===== config.mk =====
export PLATFORM = sky130hd
export DESIGN_NAME = dasm_regs
export DESIGN_NICKNAME = d
export VERILOG_FILES = /design/src/dasm_pkg.sv /design/src/dasm_regs.sv
export SDC_FILE = /design/constraint.sdc
export NUM_CORES = 1
export LEC_CHECK = 0
export BUFFER_PORTS_ARGS = -buffer_cell sky130_fd_sc_hd__buf_2
export CORE_ASPECT_RATIO = 1.5
export CORE_MARGIN = 10
export CORE_UTILIZATION = 25
export DETAILED_ROUTE_END_ITERATION = 10
export PLACE_DENSITY = 0.44
export SLEW_MARGIN = 25
export SYNTH_ARGS = -nofsm -noshare
export SYNTH_HDL_FRONTEND = slang
export SYNTH_SLANG_ARGS = --single-unit

===== constraint.sdc =====
create_clock -name ref_clk -period 2.68 [get_ports ref_clk]
set_input_delay 0.268 -clock ref_clk [delete_from_list [all_inputs] [get_ports ref_clk]]
set_output_delay 0.268 -clock ref_clk [all_outputs]
set_load 0.005 [all_outputs]

===== src/dasm_pkg.sv =====
// constants, types and field layout for the dual converter status and mode registers
package dasm_pkg;
   // register addresses on the special function register bus
   localparam logic [7:0] A_MODE = 8'hd1;
   localparam logic [7:0] A_STAT = 8'hd8;
   localparam logic [7:0] A_DECIM = 8'hd5;
   // per converter byte addresses, index 0 primary, 1 auxiliary
   localparam logic [1:0][7:0] A_RES_HI = {8'hdb, 8'hd9};
   localparam logic [1:0][7:0] A_RES_LO = {8'hdc, 8'hda};
   localparam logic [1:0][7:0] A_OFF_HI = {8'he3, 8'he1};
   localparam logic [1:0][7:0] A_OFF_LO = {8'he4, 8'he2};
   localparam logic [1:0][7:0] A_GN_HI = {8'heb, 8'he9};
   localparam logic [1:0][7:0] A_GN_LO = {8'hec, 8'hea};
   // reset values
   localparam logic [7:0] MODE_RST = 8'h00;
   localparam logic [7:0] STAT_RST = 8'h00;
   localparam logic [7:0] DECIM_RST = 8'h45;
   localparam logic [15:0] OFF_RST = 16'h8000;
   localparam logic [15:0] GN_RST = 16'h5555;
   localparam logic [15:0] ALL_ONES = 16'hffff;
   // writable bits of the mode register
   localparam logic [7:0] MODE_WMASK = 8'h37;
   // field positions
   localparam int M_EN0 = 5;
   localparam int M_EN1 = 4;
   localparam int ST_PRIMARY_READY_FLAG = 7;
   localparam int ST_CAL = 5;
   localparam int ST_NOREF = 4;
   localparam int ST_PRIMARY_CLAMP_ERROR = 3;
   typedef enum logic [2:0] {
      DASM_MD_PWRDN = 3'b000,
      DASM_MD_IDLE = 3'b001,
      DASM_MD_SINGLE = 3'b010,
      DASM_MD_CONT = 3'b011,
      DASM_MD_ZCAL = 3'b100
   } dasm_md_t;
   // one converter's report of a finished cycle
   typedef struct packed {
      logic conv_done;
      logic cal_done;
      logic clamped;
      logic cal_fault;
      logic [15:0] data;
   } dasm_ev_t;
   // steering handed to one converter
   typedef struct packed {
      logic enable;
      logic [2:0] mode;
      logic hold_reset;
      logic start;
      logic [7:0] decim;
      logic [15:0] offset;
      logic [15:0] gain;
   } dasm_ctrl_t;
endpackage


===== src/dasm_regs.sv =====
// status, mode, result and coefficient registers for two sigma-delta converters
`timescale 1ns/1ps
module dasm_regs (
   input wire logic ref_clk,
   input wire logic rstn,
   input wire logic [7:0] sfr_addr,
   input wire logic sfr_wr,
   input wire logic sfr_rd,
   input wire logic [7:0] sfr_wdata,
   output logic [7:0] sfr_rdata_q,
   input wire dasm_pkg::dasm_ev_t [1:0] conv_ev,
   input wire logic ref_missing,
   input wire logic ext_ref_sel,
   output dasm_pkg::dasm_ctrl_t [1:0] conv_ctrl
);
   logic [7:0] mode_q;
   logic [7:0] decim_q;
   logic [1:0] rdy_q;
   logic [1:0] err_q;
   logic cal_q;
   logic noref_q;
   logic [1:0] start_q;
   logic [1:0] hold_q;
   logic [1:0][15:0] res_q;
   logic [1:0][15:0] off_q;
   logic [1:0][15:0] gn_q;
   logic [7:0] status;
   logic [7:0] rdata_d;
   logic mode_wr;
   logic stat_wr;
   logic start_cmd;
   logic [1:0] en;
   logic [1:0] start_ch;
   logic [1:0] running;
   logic [1:0] accept;
   logic [1:0] acc_conv;
   logic [1:0] acc_cal;
   logic active;
   logic force_ones;
   dasm_pkg::dasm_md_t md;

   // decode of bus writes and the current mode
   assign mode_wr = sfr_wr && (sfr_addr == dasm_pkg::A_MODE);
   assign stat_wr = sfr_wr && (sfr_addr == dasm_pkg::A_STAT);
   assign md = dasm_pkg::dasm_md_t'(mode_q[2:0]);
   assign en = {mode_q[dasm_pkg::M_EN1], mode_q[dasm_pkg::M_EN0]};
   assign start_cmd = mode_wr && (sfr_wdata[2:0] == dasm_pkg::DASM_MD_SINGLE
      || sfr_wdata[2:0] == dasm_pkg::DASM_MD_CONT
      || sfr_wdata[2:0] == dasm_pkg::DASM_MD_ZCAL);
   assign start_ch = {2{start_cmd}}
      & {sfr_wdata[dasm_pkg::M_EN1], sfr_wdata[dasm_pkg::M_EN0]};
   assign active = |(en & {2{md != dasm_pkg::DASM_MD_PWRDN}});
   assign force_ones = noref_q && ext_ref_sel;

   // per converter acceptance of a finished cycle
   always_comb begin
      for (int c = 0; c < 2; c++) begin
         running[c] = en[c] && (md == dasm_pkg::DASM_MD_SINGLE
            || md == dasm_pkg::DASM_MD_CONT || md == dasm_pkg::DASM_MD_ZCAL);
         // a ready flag still set inhibits the write entirely
         accept[c] = running[c] && !rdy_q[c]
            && (conv_ev[c].conv_done || conv_ev[c].cal_done);
         acc_conv[c] = accept[c] && conv_ev[c].conv_done
            && md != dasm_pkg::DASM_MD_ZCAL;
         acc_cal[c] = accept[c] && conv_ev[c].cal_done
            && md == dasm_pkg::DASM_MD_ZCAL;
      end
   end

   // ready flags: set wins over either kind of clear
   always_ff @(posedge ref_clk) begin
      if (!rstn) begin
         rdy_q <= 2'h0;
      end else begin
         for (int c = 0; c < 2; c++) begin
            if (accept[c]) begin
               rdy_q[c] <= 1'b1;
            end else if (start_ch[c]) begin
               rdy_q[c] <= 1'b0;
            end else if (stat_wr && !sfr_wdata[dasm_pkg::ST_PRIMARY_READY_FLAG - c]) begin
               rdy_q[c] <= 1'b0;
            end
         end
      end
   end

   // clamp and calibration error flags
   always_ff @(posedge ref_clk) begin
      if (!rstn) begin
         err_q <= 2'h0;
      end else begin
         for (int c = 0; c < 2; c++) begin
            if (acc_conv[c] && (conv_ev[c].clamped || force_ones)) begin
               err_q[c] <= 1'b1;
            end else if (acc_cal[c] && conv_ev[c].cal_fault) begin
               err_q[c] <= 1'b1;
            end else if (start_ch[c]) begin
               err_q[c] <= 1'b0;
            end
         end
      end
   end

   // calibration complete flag, software cannot clear it directly
   always_ff @(posedge ref_clk) begin
      if (!rstn) begin
         cal_q <= 1'b0;
      end else if (|acc_cal) begin
         cal_q <= 1'b1;
      end else if (start_cmd) begin
         cal_q <= 1'b0;
      end
   end

   // reference detect, sampled only while a converter is enabled outside power-down
   always_ff @(posedge ref_clk) begin
      if (!rstn) begin
         noref_q <= 1'b0;
      end else begin
         noref_q <= active && ref_missing;
      end
   end

   // conversion results, forced high on a lost external reference
   always_ff @(posedge ref_clk) begin
      if (!rstn) begin
         res_q <= '0;
      end else begin
         for (int c = 0; c < 2; c++) begin
            if (acc_conv[c]) begin
               res_q[c] <= force_ones ? dasm_pkg::ALL_ONES : conv_ev[c].data;
            end
         end
      end
   end

   // offset coefficients: calibration result or software bytes
   always_ff @(posedge ref_clk) begin
      if (!rstn) begin
         off_q <= {2{dasm_pkg::OFF_RST}};
      end else begin
         for (int c = 0; c < 2; c++) begin
            if (acc_cal[c] && !conv_ev[c].cal_fault) begin
               off_q[c] <= conv_ev[c].data;
            end else if (sfr_wr && sfr_addr == dasm_pkg::A_OFF_HI[c]) begin
               off_q[c][15:8] <= sfr_wdata;
            end else if (sfr_wr && sfr_addr == dasm_pkg::A_OFF_LO[c]) begin
               off_q[c][7:0] <= sfr_wdata;
            end
         end
      end
   end

   // gain coefficients, software owned since only zero-scale is calibrated here
   always_ff @(posedge ref_clk) begin
      if (!rstn) begin
         gn_q <= {2{dasm_pkg::GN_RST}};
      end else begin
         for (int c = 0; c < 2; c++) begin
            if (sfr_wr && sfr_addr == dasm_pkg::A_GN_HI[c]) begin
               gn_q[c][15:8] <= sfr_wdata;
            end else if (sfr_wr && sfr_addr == dasm_pkg::A_GN_LO[c]) begin
               gn_q[c][7:0] <= sfr_wdata;
            end
         end
      end
   end

   // mode register; single conversion drops back to power-down
   always_ff @(posedge ref_clk) begin
      if (!rstn) begin
         mode_q <= dasm_pkg::MODE_RST;
      end else if (mode_wr) begin
         mode_q <= sfr_wdata & dasm_pkg::MODE_WMASK;
      end else if (|acc_conv && md == dasm_pkg::DASM_MD_SINGLE) begin
         mode_q[2:0] <= dasm_pkg::DASM_MD_PWRDN;
      end
   end

   // decimation factor shared by both filters
   always_ff @(posedge ref_clk) begin
      if (!rstn) begin
         decim_q <= dasm_pkg::DECIM_RST;
      end else if (sfr_wr && sfr_addr == dasm_pkg::A_DECIM) begin
         decim_q <= sfr_wdata;
      end
   end

   // one-cycle start pulse towards each launched converter
   always_ff @(posedge ref_clk) begin
      if (!rstn) begin
         start_q <= 2'h0;
      end else begin
         start_q <= start_ch;
      end
   end

   // idle hold registered, so the steering output leaves a flip-flop
   always_ff @(posedge ref_clk) begin
      if (!rstn) begin
         hold_q <= 2'h0;
      end else begin
         hold_q <= en & {2{md == dasm_pkg::DASM_MD_IDLE}};
      end
   end

   // status image, reserved low bits tied to zero
   assign status = {rdy_q[0], rdy_q[1], cal_q, noref_q, err_q[0], err_q[1], 2'h0};

   // read mux, unmapped addresses answer zero
   always_comb begin
      rdata_d = 8'h00;
      if (sfr_addr == dasm_pkg::A_STAT) begin
         rdata_d = status;
      end else if (sfr_addr == dasm_pkg::A_MODE) begin
         rdata_d = mode_q;
      end else if (sfr_addr == dasm_pkg::A_DECIM) begin
         rdata_d = decim_q;
      end
      for (int c = 0; c < 2; c++) begin
         if (sfr_addr == dasm_pkg::A_RES_HI[c]) rdata_d = res_q[c][15:8];
         if (sfr_addr == dasm_pkg::A_RES_LO[c]) rdata_d = res_q[c][7:0];
         if (sfr_addr == dasm_pkg::A_OFF_HI[c]) rdata_d = off_q[c][15:8];
         if (sfr_addr == dasm_pkg::A_OFF_LO[c]) rdata_d = off_q[c][7:0];
         if (sfr_addr == dasm_pkg::A_GN_HI[c]) rdata_d = gn_q[c][15:8];
         if (sfr_addr == dasm_pkg::A_GN_LO[c]) rdata_d = gn_q[c][7:0];
      end
   end

   // read data registered, held between reads
   always_ff @(posedge ref_clk) begin
      if (!rstn) begin
         sfr_rdata_q <= 8'h00;
      end else if (sfr_rd) begin
         sfr_rdata_q <= rdata_d;
      end
   end

   // converter steering, every field taken from a flip-flop
   always_comb begin
      for (int c = 0; c < 2; c++) begin
         conv_ctrl[c].enable = en[c];
         conv_ctrl[c].mode = mode_q[2:0];
         conv_ctrl[c].hold_reset = hold_q[c];
         conv_ctrl[c].start = start_q[c];
         conv_ctrl[c].decim = decim_q;
         conv_ctrl[c].offset = off_q[c];
         conv_ctrl[c].gain = gn_q[c];
      end
   end
endmodule


==> flow_summary.ini <==
[status]
status = finished, final reports clean

[final_layout]
drive_gt1_share_pct = 25.2
nFillCells = 2874
num_antenna_cells = 0
nets = 1017
post-route-util_pct = 32.0
areaGrowthSynthToFinish_pct = 26.1

[power_and_ir_drop]
p_total_uw = 4660
ir_drop_mv = 0.443
powerDensity_mw_per_mm2 = 565
leakagePower_uw = 0.00344

[timing]
post-route-period-util_pct = 74.6
period_minus_slack_ns = 2.00
clock_skew_ns = 0.0107
worstMarginPinSlew_ns = 0.801
setup_viol = 0
fin_setup_tns_ns = 0
relSlewSlack_pct = 46.4
fmaxAchievable_ghz = 0.500
timing.hold.ws_ns = 0.0983
slew_viol_final = 0
hold_violations = 0
rsz0062_at_grt = no

[setup_path]
rrSetupSlack_ns = 0.75
startpoint_type = primary input
critPathCaptureType = flip-flop
worstPathMaxFanout = 22
cp.required_ns = 3.02
r2r-start = mode_q[4]
setup.worst_path.class = primary input to flip-flop
r2r_end = conv_ctrl[77]
crit_arrival_ns = 2.34
reg2reg_depth = 6

[global_route]
grt_pass1_vias = 6827
antenna_found_initial = 0
track_usage_pct = 18.2
grt-ovfl-total = 0
grt_max_degree = 66
grt_pass1_wl_um = 46100

[yosys]
ys_seq_elements = 127
synthArstFlopShare_pct = 0
yosys_warnings = 0
synth_edf_count = 0
yosys-top-cells-count = nor2_1 (179), dfxtp_1 (127), nand2_1 (83), mux2i_1 (60), a21oi_1 (57)
yosysTopAreaCellShare_pct = 38.9
yosysMostFrequentCell = nor2_1
synth.area.top_cells = dfxtp_1 (39%), nor2_1 (10%), mux2i_1 (9.2%)
synthCells = 822
syn_avg_cell_area_sq_um = 7.96
synthFlopType = dfxtp_1
syn_nets = 884
yosysTopAreaCell = dfxtp_1
ys_seq_area_share_pct = 38.9
netlist_area_sq_mm = 0.00654
synth.distinct_cells = 65

[worst_hold_path]
hp-start = ref_missing
min_path_type = primary input to flip-flop
min_path_cells = 3
min_to = noref_q

[clock_tree]
clockBufferDepth = 2
cts_sinks = 127
clock_latency_ns = 0.44
cts_tree = yes
ctsResizeCount = 0
htree_levels = 4
holdBufCountCts = 0
clk_pin_slew_ns = 0.06
cts_setup_buffers = 0
cts-root-buf = clkbuf_16
cts_made_buffers = 17

[die]
core_sq_mm = 0.0258
start_util_pct = 25.4
die_h_um = 218
pin_count = 162
die_area_sq_mm = 0.0332
die_w_um = 152
std_cell_rows = 72

[route]
vias = 6733
wire_per_inst_um = 24.1
via_per_inst = 5.18
route.detailed.drc = 0
drtIter0Drc = 504
routed_wl_um = 31400
drtAntennaViolNets = 0
drtPass1Iterations = 5

[placement]
gp_congestion = 0.949
hpwl_um = 24000
portBuffers = 161

[flow_run]
maxCapViolations = 0
-- critical path: stages --
cell and delay [ns]:
buf_2 0.36, nor2b_1 0.26, buf_4 0.17, o21ai_0 0.20
a2111oi_0 0.62, a211oi_1 0.09, o41a_1 0.17, o41ai_2 0.19
-- stage by stage --
| step | area (sq um) | setup slack (ns) | std cells |
|---|---|---|---|
| 6_report | 8250 | 0.680 | 1301 |
| 5_1_grt | 8250 | 0.555 | 1301 |
| 4_1_cts | 8250 | 0.702 | 1301 |
| 3_5_place_dp | 7630 | 0.255 | 1269 |
| 3_3_place_gp | 7630 | 0.221 | 1269 |
| 2_1_floorplan | 6540 | 0.868 | 822 |
-- registers in the layout, summed over array words and instances, names as in the netlist --
signal	count
cal_q	1
conv_ctrl	64
decim_q	8
err_q	2
hold_q	2
mode_q	5
noref_q	1
rdy_q	2
res_q	32
sfr_rdata_q	8
start_q	2
-- per-layer routing --
layer  share of wire, %  global-route usage, %  up-vias
met1                 40                   20.0     3270
met5                  0                      0        -
met4                2.6                   6.15        0
li1                   -                      -     3190
met3                4.8                   3.97       41
met2                 53                   33.8      232
-- worst max-delay path by stage --
stage           startpoint              to  slack (ns)  depth (start not counted)
2_1_floorplan  sfr_addr[0]        err_q[1]        0.87                          8
3_3_place_gp   sfr_addr[1]  sfr_rdata_q[3]        0.22                          8
3_5_place_dp   sfr_addr[1]  sfr_rdata_q[3]        0.25                          8
4_1_cts        sfr_addr[1]  sfr_rdata_q[3]        0.70                          8
5_1_grt        sfr_addr[1]  sfr_rdata_q[3]        0.55                          8
6_report       sfr_addr[1]  sfr_rdata_q[3]        0.68                          8
-- area by class of cell --
type	count	area (sq um)	area share [%]
multi-input cells	613	3620	43.9
clock buffers	20	467	5.65
repair buffers	190	1020	12.4
clock inverters	12	159	1.93
flip-flops and latches	127	2540	30.8
well taps	333	417	5.05
inverters	6	22.5	0.273
-- kinds of logic after synthesis --
logic type,Yosys count,share of synthesized area (%)
DFF,127,38.9
and+or+nand+nor,351,24.8
buffers and inverters,82,5.78
muxes,64,9.87
AOI/OAI and AO/OA,198,20.7
-- where the power goes --
| part | internal, uW | switching [uW] | total (uW) |
|---|---|---|---|
| clock | 1540 | 929 | 2470 |
| combinational | 88.3 | 212 | 301 |
| sequential | 1890 | 3.09 | 1890 |
-- cells in the final DEF (no fill, tap or decap), drive strengths merged, types with 7 or more instances in the layout --
cell type,synthesis,layout
dfxtp,127,127
inv,5,7
o221ai,8,8
o211ai,14,14
nand3,26,26
o2bb2ai,7,7
nor3,12,12
nor2,181,181
a22oi,10,10
mux2i,60,60
a211oi,35,35
nand2,84,84
o21ai,20,20
a221oi,8,8
buf,30,190
a21oi,57,57
clkbuf,46,20
Note: power is estimated with default switching activity, not from simulation.
